File: src/core/pax_pkg.sv
// package for the eight-bit port block: offsets, resets, carriers
package pax_pkg;
  localparam int PAX_WIDTH = 8; // lines per port
  localparam int PAX_ADDR_W = 8; // data memory address width
  // register addresses in the special-purpose region; no offsets printed
  localparam logic [7:0] PAX_OUT_ADDR = 8'h14; // port_output_data
  localparam logic [7:0] PAX_DIR_ADDR = 8'h15; // port_direction
  localparam logic [7:0] PAX_PULL_ADDR = 8'h16; // pull_high_enable
  localparam logic [7:0] PAX_WAKE_ADDR = 8'h17; // wakeup_enable
  localparam logic [7:0] PAX_REMAP_ADDR = 8'h18; // pin_remap_select
  // reset values, same for power-on and normal-mode watchdog resets
  localparam logic [7:0] PAX_OUT_RST = 8'hff;
  localparam logic [7:0] PAX_DIR_RST = 8'hff;
  localparam logic [7:0] PAX_PULL_RST = 8'h00;
  localparam logic [7:0] PAX_WAKE_RST = 8'h00;
  localparam logic [7:0] PAX_REMAP_RST = 8'h00;
  // register index codes
  typedef enum logic [2:0] {
    PAX_SEL_NONE = 3'b000,
    PAX_SEL_OUT = 3'b001,
    PAX_SEL_DIR = 3'b010,
    PAX_SEL_PULL = 3'b011,
    PAX_SEL_WAKE = 3'b100,
    PAX_SEL_REMAP = 3'b101
  } pax_sel_type;
  // data memory access from the core
  typedef struct packed {
    logic [7:0] addr;
    logic [7:0] wdata;
    logic wr;
    logic rd;
  } pax_mem_req_type;
  // pin drive bundle
  typedef struct packed {
    logic [7:0] out;
    logic [7:0] oe;
    logic [7:0] pull_en;
  } pax_pin_drive_type;
endpackage : pax_pkg

File: src/core/pax_port.sv
// eight-bit general-purpose port with pull-high and wake-up control
`timescale 1ns/10ps
`default_nettype none
module pax_port
  import pax_pkg::*;
#(
  parameter int WIDTH = pax_pkg::PAX_WIDTH
) (
  input wire logic clk,
  input wire logic rst,
  input wire logic ce,
  input wire logic wdt_reset_normal,
  input wire logic wdt_reset_halt,
  input wire pax_pkg::pax_mem_req_type mem_req,
  output logic [7:0] mem_rdata,
  output logic mem_hit,
  input wire logic [7:0] pin_in,
  output pax_pkg::pax_pin_drive_type pin_drive,
  output logic [7:0] remap_sel,
  output logic wake
);
  import pax_pkg::*;

  // the logic is laid out for one byte-wide port only
  if (WIDTH != PAX_WIDTH) begin : g_bad_width
    $error("pax_port: WIDTH must be 8");
  end

  // decode an address into a register index; used for reads and writes
  function automatic pax_sel_type decode(input logic [7:0] a);
    case (a)
      PAX_OUT_ADDR: decode = PAX_SEL_OUT;
      PAX_DIR_ADDR: decode = PAX_SEL_DIR;
      PAX_PULL_ADDR: decode = PAX_SEL_PULL;
      PAX_WAKE_ADDR: decode = PAX_SEL_WAKE;
      PAX_REMAP_ADDR: decode = PAX_SEL_REMAP;
      default: decode = PAX_SEL_NONE;
    endcase
  endfunction

  logic [7:0] out_reg, out_next; // output latch
  logic [7:0] dir_reg, dir_next; // one = input
  logic [7:0] pull_reg, pull_next; // pull-high enables
  logic [7:0] wake_en_reg, wake_en_next; // wake-up enables
  logic [7:0] remap_reg, remap_next; // remap selection, not decoded here
  logic [7:0] rdata_reg, rdata_next; // read data
  logic hit_reg, hit_next; // read address matched a port register
  pax_pin_drive_type drive_reg, drive_next; // registered pin drive
  pax_sel_type wsel, rsel;
  logic soft_reset; // power-on equivalent reload

  // halt-mode watchdog reset is deliberately not a term here
  assign soft_reset = rst | wdt_reset_normal;

  // next register values and read mux
  always_comb begin
    wsel = decode(mem_req.addr);
    rsel = wsel;
    out_next = out_reg;
    dir_next = dir_reg;
    pull_next = pull_reg;
    wake_en_next = wake_en_reg;
    remap_next = remap_reg;
    if (mem_req.wr) begin
      case (wsel)
        PAX_SEL_OUT: out_next = mem_req.wdata;
        PAX_SEL_DIR: dir_next = mem_req.wdata;
        PAX_SEL_PULL: pull_next = mem_req.wdata;
        PAX_SEL_WAKE: wake_en_next = mem_req.wdata;
        PAX_SEL_REMAP: remap_next = mem_req.wdata;
        default: ;
      endcase
    end
    // read: unmapped addresses return zero, hit low
    hit_next = mem_req.rd && (rsel != PAX_SEL_NONE);
    case (rsel)
      // input bits read the pin now, output bits the latch
      PAX_SEL_OUT: rdata_next = (dir_reg & pin_in)
        | (~dir_reg & out_reg);
      PAX_SEL_DIR: rdata_next = dir_reg;
      PAX_SEL_PULL: rdata_next = pull_reg;
      PAX_SEL_WAKE: rdata_next = wake_en_reg;
      PAX_SEL_REMAP: rdata_next = remap_reg;
      default: rdata_next = 8'h00;
    endcase
    if (!mem_req.rd) begin
      rdata_next = 8'h00;
    end
  end

  // pin drive follows the stored registers one cycle later
  always_comb begin
    drive_next.out = out_reg;
    drive_next.oe = ~dir_reg;
    drive_next.pull_en = pull_reg & dir_reg;
  end

  // register stage; reset wins, otherwise ce low freezes everything
  always_ff @(posedge clk) begin
    if (soft_reset) begin
      out_reg <= PAX_OUT_RST;
      dir_reg <= PAX_DIR_RST;
      pull_reg <= PAX_PULL_RST;
      wake_en_reg <= PAX_WAKE_RST;
      remap_reg <= PAX_REMAP_RST;
      rdata_reg <= 8'h00;
      hit_reg <= 1'b0;
      drive_reg <= '{out: PAX_OUT_RST, oe: ~PAX_DIR_RST, pull_en: 8'h00};
    end else if (ce) begin
      out_reg <= out_next;
      dir_reg <= dir_next;
      pull_reg <= pull_next;
      wake_en_reg <= wake_en_next;
      remap_reg <= remap_next;
      rdata_reg <= rdata_next;
      hit_reg <= hit_next;
      drive_reg <= drive_next;
    end
  end

  // falling-edge wake detection on enabled pins
  pax_wake_detect #(
    .WIDTH(WIDTH)
  ) pax_wake_detect_i (
    .clk(clk),
    .rst(soft_reset),
    .ce(ce),
    .pin_level(pin_in),
    .wake_en(wake_en_reg),
    .wake(wake)
  );

  assign mem_rdata = rdata_reg;
  assign mem_hit = hit_reg;
  assign pin_drive = drive_reg;
  assign remap_sel = remap_reg;

  // write to output latch shows on pins two edges later
  AST_OUT_WRITE: assert property (
    @(posedge clk) disable iff (soft_reset)
    ce && mem_req.wr && mem_req.addr == PAX_OUT_ADDR ##1 ce
    |=> pin_drive.out == $past(mem_req.wdata, 2))
    else $error("output write did not reach the pins");
  // a driven pin never carries the pull-high as well
  AST_PULL_INPUT_ONLY: assert property (
    @(posedge clk) disable iff (rst)
    (pin_drive.pull_en & pin_drive.oe) == 8'h00)
    else $error("pull-high on a driven pin");
  // the latch only moves on a write; a reset edge is left out, since
  // the reload lands one edge after the reset term is sampled
  AST_LATCH_HOLDS: assert property (
    @(posedge clk) disable iff (soft_reset)
    !soft_reset && !(mem_req.wr && mem_req.addr == PAX_OUT_ADDR)
    |=> $stable(out_reg))
    else $error("output latch changed without a write");
  // power-on values of all five registers
  AST_RESET_VALUES: assert property (
    @(posedge clk)
    rst |=> out_reg == 8'hff && dir_reg == 8'hff && pull_reg == 8'h00
      && wake_en_reg == 8'h00 && remap_reg == 8'h00)
    else $error("wrong reset values");
  // normal-mode watchdog reset reloads the same five values
  AST_WDT_NORMAL: assert property (
    @(posedge clk)
    wdt_reset_normal |=> out_reg == 8'hff && dir_reg == 8'hff
      && pull_reg == 8'h00 && wake_en_reg == 8'h00 && remap_reg == 8'h00)
    else $error("normal watchdog reset did not reload");
  // halted watchdog reset must not touch the port
  AST_WDT_HALT: assert property (
    @(posedge clk)
    wdt_reset_halt && !rst && !wdt_reset_normal && !mem_req.wr
    |=> $stable(dir_reg) && $stable(pull_reg) && $stable(out_reg)
      && $stable(wake_en_reg) && $stable(remap_reg))
    else $error("halted watchdog reset changed port registers");
  // output bits of a data read return the latch, whatever the pin shows
  AST_READ_OUTPUT_LATCH: assert property (
    @(posedge clk) disable iff (soft_reset)
    ce && !soft_reset && mem_req.rd && mem_req.addr == PAX_OUT_ADDR
    |=> ((mem_rdata ^ $past(out_reg)) & ~$past(dir_reg)) == 8'h00)
    else $error("output read did not return latch");
  // input bits of a data read return the pin level at the read edge
  AST_READ_INPUT_PIN: assert property (
    @(posedge clk) disable iff (soft_reset)
    ce && !soft_reset && mem_req.rd && mem_req.addr == PAX_OUT_ADDR
    |=> ((mem_rdata ^ $past(pin_in)) & $past(dir_reg)) == 8'h00
      && mem_hit)
    else $error("input read did not sample pins");
  // each pull-high bit reaches its own pin while that pin is an input
  AST_PULL_BIT: assert property (
    @(posedge clk) disable iff (soft_reset)
    ce && !soft_reset
    |=> pin_drive.pull_en == ($past(pull_reg) & $past(dir_reg)))
    else $error("pull-high enable does not follow its bit");
  // no wake while no pin is enabled
  AST_WAKE: assert property (
    @(posedge clk) disable iff (soft_reset)
    ce && wake_en_reg == 8'h00 ##1 ce && $stable(wake_en_reg) |=> !wake)
    else $error("wake with no pin enabled");
  // direction zero drives the pin, one releases it
  AST_DRIVE_DIR: assert property (
    @(posedge clk) disable iff (soft_reset)
    ce && !soft_reset |=> pin_drive.oe == ~$past(dir_reg))
    else $error("pin drive does not follow direction");
  // addresses outside the five registers answer zero with no hit
  AST_UNMAPPED_READ: assert property (
    @(posedge clk) disable iff (soft_reset)
    ce && mem_req.rd
      && (mem_req.addr < PAX_OUT_ADDR || mem_req.addr > PAX_REMAP_ADDR)
    |=> mem_rdata == 8'h00 && !mem_hit)
    else $error("unmapped read answered");
  // read data stands one enabled cycle only, so stale bytes never linger while ce is high
  AST_READ_IDLE: assert property (
    @(posedge clk) disable iff (soft_reset)
    ce && !mem_req.rd |=> mem_rdata == 8'h00 && !mem_hit)
    else $error("read data left standing");
  // remap register is exported the cycle after its write
  AST_REMAP_EXPORT: assert property (
    @(posedge clk) disable iff (soft_reset)
    ce && !soft_reset && mem_req.wr && mem_req.addr == PAX_REMAP_ADDR
    |=> remap_sel == $past(mem_req.wdata))
    else $error("remap selection not exported");
  // with ce low and no reset nothing moves, pins and read data included
  AST_CE_FREEZE: assert property (
    @(posedge clk) disable iff (soft_reset)
    !ce && !soft_reset |=> $stable(out_reg) && $stable(dir_reg)
      && $stable(pin_drive) && $stable(mem_rdata) && $stable(wake))
    else $error("state moved while clock enable was low");
endmodule // pax_port
`default_nettype wire

File: src/core/pax_wake_detect.sv
// falling-edge wake detector for the port pins
`timescale 1ns/10ps
`default_nettype none
module pax_wake_detect #(
  parameter int WIDTH = 8
) (
  input wire logic clk,
  input wire logic rst,
  input wire logic ce,
  input wire logic [WIDTH-1:0] pin_level,
  input wire logic [WIDTH-1:0] wake_en,
  output logic wake
);
  logic [WIDTH-1:0] prev_reg; // pin levels one cycle ago
  logic [WIDTH-1:0] prev_next;
  logic wake_reg;
  logic wake_next;

  // next values: high-to-low on an enabled pin wakes the core
  always_comb begin
    prev_next = pin_level;
    wake_next = |(prev_reg & ~pin_level & wake_en);
  end

  // prev resets high so a pin held high at reset is no edge
  always_ff @(posedge clk) begin
    if (rst) begin
      prev_reg <= {WIDTH{1'b1}};
      wake_reg <= 1'b0;
    end else if (ce) begin
      prev_reg <= prev_next;
      wake_reg <= wake_next;
    end
  end

  assign wake = wake_reg;
endmodule // pax_wake_detect
`default_nettype wire

File: config.mk
export PLATFORM = sky130hd
export DESIGN_NAME = pax_port
export DESIGN_NICKNAME = d
export VERILOG_FILES = /design/src/core/pax_pkg.sv /design/src/core/pax_port.sv /design/src/core/pax_wake_detect.sv
export SDC_FILE = /design/constraint.sdc
export NUM_CORES = 1
export LEC_CHECK = 0
export ABC_AREA = 1
export BUFFER_PORTS_ARGS = -buffer_cell sky130_fd_sc_hd__buf_2
export CORE_UTILIZATION = 39
export DETAILED_ROUTE_END_ITERATION = 12
export PLACE_DENSITY = 0.67
export SETUP_SLACK_MARGIN = 0.3
export SYNTH_ARGS = -nofsm -noshare
export SYNTH_HDL_FRONTEND = slang
export SYNTH_SLANG_ARGS = --single-unit
File: constraint.sdc
create_clock -name clk -period 1.6 [get_ports clk]
set_clock_uncertainty 0.2 [all_clocks]
set_input_delay 0.08 -clock clk [delete_from_list [all_inputs] [get_ports clk]]
set_output_delay 0.08 -clock clk [all_outputs]
set_load 0.05 [all_outputs]
Word level (Yosys, flattened, before mapping)

Cells that the tools add are included.

Flip-flop bits (word level): 82
Word-level logic and storage cells: 42

Eq/ne operators: 10
Muxes and demuxes: 3
Bitwise logic cells: 9
Reductions and logical operators: 8

Operators by type and width:

| operator                                            | count |
|---|---|
| bitwise AND 8 bit                                   | 5 |
| equality test 8 x 5 -> 1 bit, second input constant | 5 |
| case mux 8 bit (5 select lines)                     | 1 |
| inverter 8 bit                                      | 2 |
| case mux 3 bit (5 select lines)                     | 1 |
| AND reduction 3 bit                                 | 5 |
| two-way mux 8 bit                                   | 1 |
| OR 8 bit                                            | 1 |
| OR reduction 8 bit                                  | 1 |
| equality test 3 x 2 -> 1 bit, second input constant | 2 |
| equality test 3 bit, second input constant          | 2 |
| equality test 3 x 1 -> 1 bit, second input constant | 1 |
| nonzero test 3 bit                                  | 1 |
| logical AND 1 bit                                   | 1 |
| OR 1 bit                                            | 1 |

Logic depth before layout (Yosys ltp)

Gate-level depths: netlist (run 1).

Depth in word-level cells: 5
Depth in mapped cells: 11
Gate-level depth less buffers: 9

By module

Synthesis (run 1) repeated with hierarchy kept, for this count alone.

Cell total of the unflattened synthesis: 454
Area total of the unflattened synthesis: 3493.4 um2

By module, submodules not included:

| module          | times used | cells each | area each (um2) |
|---|---|---|---|
| pax_port        | 1          | 396        | 3081.7 |
| pax_wake_detect | 1          | 58         | 411.6 |

Worst setup path before layout (run 1)

No wires, ideal clock.

Kind: input to register
From: input port mem_req[15] in the netlist's numbering
To: register wake_en_reg[6]
Setup time: 0.128 ns
Arrival: 1.102 ns
Setup slack: 0.170 ns
Stages on the path: 8
Buffers on the path: 2
Cells stage by stage: inv_1 > nand2_1 > nor2_4 > buf_4 > nand3_1 > clkbuf_1 > o21ai_0 > a21oi_1

Word-level cells in the longest chain between the ends: 4
Elaborated cells on any way between the ends: 8

Ends and longest elaborated chain:

| what                                   | RTL line        | text |
|---|---|---|
| from (decl)                            | pax_port.sv:14  | `input wire pax_pkg::pax_mem_req_type mem_req,` |
| equality test 8 x 5 -> 1 bit           | pax_port.sv:31  | `case (a)` |
| case mux 3 bit (5 select lines) *      | pax_port.sv:31  |  |
| equality test 3 bit *                  | pax_port.sv:65  | `case (wsel)` |
| AND reduction 3 bit (no source line) * | n/a             |  |
| to (signal assigned)                   | pax_port.sv:113 | `wake_en_reg <= wake_en_next;` |
| to (decl)                              | pax_port.sv:44  | `logic [7:0] wake_en_reg, wake_en_next;` |

Every way passes the cells marked *; elsewhere a longest branch is shown, timed or not.
A chain may end at the register's enable or synchronous reset.

Final worst setup path (run 1)

From: input port mem_req[0] in the netlist's numbering
To: register rdata_reg[4] (netlist: mem_rdata[4])

Word-level cells in the longest chain between the ends: 1

Ends and longest elaborated chain:

| what                 | RTL line        | text |
|---|---|---|
| two-way mux 8 bit    | pax_port.sv:86  | `if (!mem_req.rd) begin` |
| to (signal assigned) | pax_port.sv:115 | `rdata_reg <= rdata_next;` |
| to (decl)            | pax_port.sv:46  | `logic [7:0] rdata_reg, rdata_next;` |

Every way passes these cells.

==> results of run 1 <==
[power by group through the flow]
stage	Combinational, mW	Clock (mW)	Sequential (mW)
6_report	0.423	1.75	2.07
5_1_grt	0.454	1.86	2.07
4_1_cts	0.399	1.76	2.07
3_5_place_dp	0.359	0	2.12
3_3_place_gp	0.352	0	2.12
2_1_floorplan	0.173	0	2.16
[final cells by class]
cell class | count | area, um^2
fillers | 827 | 3836
multi-input cells | 309 | 1837
flip-flops and latches | 82 | 1659
repair buffers | 126 | 912.1
inverters | 68 | 275.3
clock buffers | 11 | 151.4
well taps | 108 | 135.1
clock inverters | 5 | 85.08
[cells by family (layout without fill, tap and decap cells)]
family,count (synthesis),in the layout,synth area share
flops,82,82,0.4487
compound gates,124,125,0.2021
simple gates,184,184,0.2479
buf+inv,92,210,0.1012
[placed cells by master (no fill, tap or decap), drive strengths merged]
cell type	synthesis	final
a21oi	51	51
a31oi	1	2
buf	7	102
bufinv	0	2
clkbuf	17	14
clkinv	0	1
clkinvlp	0	1
dfxtp	82	82
dlygate4sd3	0	19
dlymetal6s4s	0	2
inv	68	69
nand2	90	90
nand3	52	52
nand4	10	10
nor2	24	24
nor3	7	7
nor4	1	1
o211ai	26	26
o21ai	46	46
[Yosys cell counts (all sizes together)]
master	instances	area [um^2]
a21oi	51	285.3
a31oi	1	21.27
buf	7	48.79
clkbuf	17	63.81
dfxtp	82	1642
inv	68	257.8
nand2	90	367.9
nand3	52	282.8
nand4	10	77.57
nor2	24	115.1
nor3	7	57.55
nor4	1	6.260
o211ai	26	195.2
o21ai	46	237.7
[how the worst min path moves through the flow]
stage	slack, ns	cells after the start	endpoint	from
6_report	-0.21	3	out_reg[2]	rst
5_1_grt	-0.19	3	out_reg[2]	wdt_reset_normal
4_1_cts	-0.21	3	out_reg[2]	rst
3_5_place_dp	0.14	3	pax_wake_detect_i.prev_reg[0]	pin_in[0]
3_3_place_gp	0.13	3	pax_wake_detect_i.prev_reg[7]	pin_in[7]
2_1_floorplan	-0.007	2	dir_reg[7]	mem_req[9]
[tightest hold or removal path, delay by kind of cell]
family	cells	cell delay (ns)
compound gates	1	0.08
simple gates	1	0.05
buf+inv	1	0.11
[metal layers]
metal / track usage / routed length, um / vias up
met5: 0 / 0 / -
met4: 0.1114 / 270 / 0
met3: 0.03191 / 604 / 21
met2: 0.3771 / 5097 / 130
met1: 0.2739 / 4688 / 1746
li1: - / - / 1840
[timing repair]
| action | 4_1_cts | 5_1_grt |
|---|---|---|
| gates cloned | 0 | 1 |
| setup endpoints to repair | 14 | 41 |
| buffers inserted | 0 | 8 |
| gates resized for setup | 34 | 40 |
| hold buffers | 20 | 1 |
| pin swaps | 3 | 18 |
| endpoints found under the hold margin | 59 | 9 |
==> flow_summary.yaml, run 1 <==
global_routing:
  grt_pass1_wl_um: 16910
  grt_pass1_vias: 3482
  antenna_found_initial: 0
  track_usage: 0.2217
  grt_max_degree: 40
  gr-total-overflow: 0
setup_path:
  arrival_ns: 1.40
  r2r-start: "out_reg[0]"
  critPathBufInv: 2
  start_kind: "primary input"
  critical_path_depth: 6
  crit_top_cell: "nand2_1"
  criticalPathCategory: "primary input to register"
  crit_chain: "dlygate4sd3_1, buf_2, nand2_1, a31oi_2, nand2_1, a21oi_1"
  critPathLaunch: "mem_req[0]"
  reg2reg_depth: 8
  r2r_slack_ns: 0.30
  r2r_end: "mem_rdata[0]"
  cpLargestDelayFamily: "buffers and inverters"
  cp_slowest_cell: "dlygate4sd3_1"
  crit_path_end: "mem_rdata[4]"
  critPathMaxFanout: 4
  required_ns: 1.69
  end_kind: "register"
  max_stage_delay_ns: 0.51
final_layout:
  diodes: 0
  fin_cells: 709
  synthToLayoutAreaGrowth_pct: 38.17
  nNetsFinal: 627
  post-route-cell-area_um2: 5055
  drive_gt1_frac: 0.3344
  final_core_util: 0.5685
  largest_reg_flops: 24
pwr:
  swShare: 0.2493
  p_leak_nw: 2.294
  power.total_mw: 4.240
  p_per_area_nw_per_um2: 838.9
  p_seq_frac: 0.488
  power.switching_mw: 1.057
  ir_drop_v: 0.0004700
  pwr-share-comb: 0.100
  internal_power_mw: 3.183
  p_clk_frac: 0.413
sta:
  final-hold-violation-count: 24
  min_period_over_period: 0.8184
  setup_viol: 0
  rsz0062_at_grt: "true"
  fmax_ghz: 0.7637
  finalCriticalPeriod_ns: 1.309
  setup_slack_ns: 0.2905
  slew_headroom: 0.6899
  max_slew.worst_pin.slew_ns: 0.4647
  holdWs_ns: -0.2100
  drv_slew: 0
  fin_setup_tns_ns: 0
drt:
  drc: 0
  routed_wl_um: 10660
  drt-pass1-iter-count: 4
  drtAntennaViolNets: 0
  avgRoutedWirePerCell_um: 15.04
  vias_per_cell: 5.271
  drt_first_iter_violations: 210
  vias: 3737
place:
  placed_cells: 663
  place_area_um2: 4343
  io_buffers: 71
  place.gp.congestion: 0.9024
  dp_hpwl_um: 7511
  preCtsSetupSlack_ns: -0.04451
synthesis:
  avgSynthCellArea_um2: 7.590
  ys_warn_count: 0
  ys_ff_latch: 82
  ys_seq_area_frac: 0.4487
  syn_area_um2: 3659
  syn_nets: 513
  syn-instance-count: 482
  synth.distinct_cells: 29
clocking:
  cts.path.max_buffers: 2
  path_clk_slew_ns: 0.09
  h-tree-depth: 3
  tritoncts: "yes"
  clockRootBuffer: "clkbuf_8"
  cts_made_buffers: 9
  cts.sinks: 82
  clk_latency_ns: 0.36
floorplan:
  initial_core_util: 0.4115
  die_height_um: 98.86
  core_area_um2: 8891
  dieArea_um2: 9772
  fp.dieW_um: 98.86
  num_rows: 34
  io_pins: 73
worst_hold_path:
  min_path_type: "primary input to register"
run:
  drv_cap: 0
status:
  status: "finished, violations left"
  violations: "negative hold slack"
Note: power is estimated with default switching activity, not from simulation.
==> run 2: changes to the inputs <==
- PLACE_DENSITY: 0.67 -> 0.69
- clock period: 1.6 -> 1.1 ns (I/O delays scaled with it)
==> flow_summary.yaml, run 2 (same netlist as run 1, synthesis figures left out) <==
setup_path:
  required_ns: 1.19
  critPathMaxFanout: 2
  r2r_slack_ns: -0.34
  r2r-start: "out_reg[4]"
  critPathLaunch: "out_reg[4]"
  end_kind: "register"
  criticalPathCategory: "register to register"
  reg2reg_depth: 8
  r2r_end: "mem_rdata[4]"
  start_kind: "register"
  arrival_ns: 1.53
pwr:
  p_leak_nw: 2.923
  power.total_mw: 6.123
  p_per_area_nw_per_um2: 862.8
  ir_drop_v: 0.0005901
floorplan:
  initial_core_util: 0.4115
  core_area_um2: 8891
  num_rows: 34
  io_pins: 73
  dieArea_um2: 9772
  die_height_um: 98.86
  fp.dieW_um: 98.86
clocking:
  cts_made_buffers: 9
  clockRootBuffer: "clkbuf_8"
  h-tree-depth: 3
  cts.path.max_buffers: 2
  cts_hold_buf: 1
  path_clk_slew_ns: 0.09
  cts.sinks: 82
  clk_latency_ns: 0.38
  tritoncts: "yes"
status:
  violations: "negative hold slack, negative setup slack"
  status: "finished, violations left"
final_layout:
  diodes: 0
  multi_input_area_um2: 2410
  post-route-cell-area_um2: 7097
  final_cell_mix: "65 x buf_4, 54 x nand2_1, 54 x buf_6"
  fin_cells: 788
  largest_reg_flops: 24
  nNetsFinal: 706
  synthToLayoutAreaGrowth_pct: 93.98
  ff_latch_area_um2: 1813
  n_fill_cell: 453
  final_common_cell: "buf_4"
  drive_gt1_frac: 0.6853
drt:
  vias: 4735
  drt-pass1-iter-count: 6
  drc: 0
  routed_wl_um: 17320
  avgRoutedWirePerCell_um: 21.98
  drtAntennaViolNets: 0
  vias_per_cell: 6.009
  drt_first_iter_violations: 408
sta:
  final-hold-violation-count: 60
  slew_headroom: 0.7567
  max_slew.worst_pin.slew_ns: 0.3646
  setup_slack_ns: -0.3385
  rsz0062_at_grt: "true"
  holdWs_ns: -0.1806
  fmax_ghz: 0.6952
  drv_slew: 0
  setup_viol: 92
  min_period_over_period: 1.308
  fin_setup_tns_ns: -7.559
  finalCriticalPeriod_ns: 1.438
place:
  io_buffers: 71
  placed_cells: 708
  place_area_um2: 4831
  dp_hpwl_um: 8647
  preCtsSetupSlack_ns: -0.6312
  place.gp.congestion: 0.9136
run:
  drv_cap: 0
global_routing:
  track_usage: 0.3025
  grt_pass1_wl_um: 22480
  gr-total-overflow: 0
  grt_max_degree: 26
  grt_pass1_vias: 4431
  antenna_found_initial: 0
worst_hold_path:
  min_path_cells: 3
  hold-path-endpoint: "pax_wake_detect_i.prev_reg[3]"
  min_path_type: "primary input to register"
  min-delay-start: "pin_in[3]"
## run 2: changes by cell type in the layout (fill, tap and decap cells not counted), moves of 19 or more
cell	before	now
buf_2	61	23
o21ai_2	10	30
nand2_1	78	54
buf_6	3	54
a21oi_2	8	36
o21ai_0	22	1
dfxtp_1	70	17
dfxtp_4	1	36
buf_4	34	65
a21oi_1	43	15
buf_8	0	43
dlygate4sd3_1	19	0
## run 2: area by class of cell
| class | count | area share |
|---|---|---|
| sequential | 82 | 0.2555 |
| inverter | 68 | 0.04408 |
| clock buffer | 9 | 0.01745 |
| tap | 108 | 0.01904 |
| multi-input combinational | 312 | 0.3396 |
| timing repair buffer | 202 | 0.3145 |
| clock inverter | 7 | 0.009873 |
## run 2: layer usage
layer	up-vias	global-route usage	wire length (um)
met1	2250	0.3623	6433
met3	115	0.05816	1398
li1	2021	-	-
met5	-	0	0
met4	0	0.1975	1163
met2	349	0.4960	8322
## run 2: worst max path at each step
stage                         endpoint  slack, ns
after floorplan           remap_sel[0]      -0.21
after global placement    mem_rdata[5]      -0.61
after detailed placement  mem_rdata[1]      -0.63
after CTS                 mem_rdata[5]      -0.25
after global routing      mem_rdata[4]      -0.41
final                     mem_rdata[4]      -0.34
## run 2: report_power, final
part	internal [mW]	total (mW)	switching [mW]
logic	0.354	0.894	0.540
clock network	1.05	2.28	1.24
registers	2.92	2.95	0.0244
total	4.32	6.12	1.80
## run 2: metrics by stage
stage | utilization | hold WS [ns]
final | 0.7982 | -0.1806
after global routing | 0.7982 | -0.1882
after CTS | 0.7311 | -0.2071
after detailed placement | 0.5433 | 0.1656
after global placement | 0.5433 | 0.1631
after floorplan | - | -0.03178
## run 2: what timing repair did
| action | in CTS | in global routing |
|---|---|---|
| pin swaps | 54 | 59 |
| gates cloned | 8 | 0 |
| buffers inserted | 36 | 19 |
| endpoints found under the setup margin | 117 | 122 |
| endpoints found under the hold margin | 74 | 63 |
| gates resized for setup | 325 | 116 |
## run 2: critical path, stage by stage, from the launching register on
cell and delay (ns):
dfxtp_2 0.34, inv_2 0.06, o21ai_2 0.17, nand3_1 0.13, o21ai_2 0.08, inv_2 0.06
nand3_2 0.06, nand2_1 0.06, a21oi_1 0.19
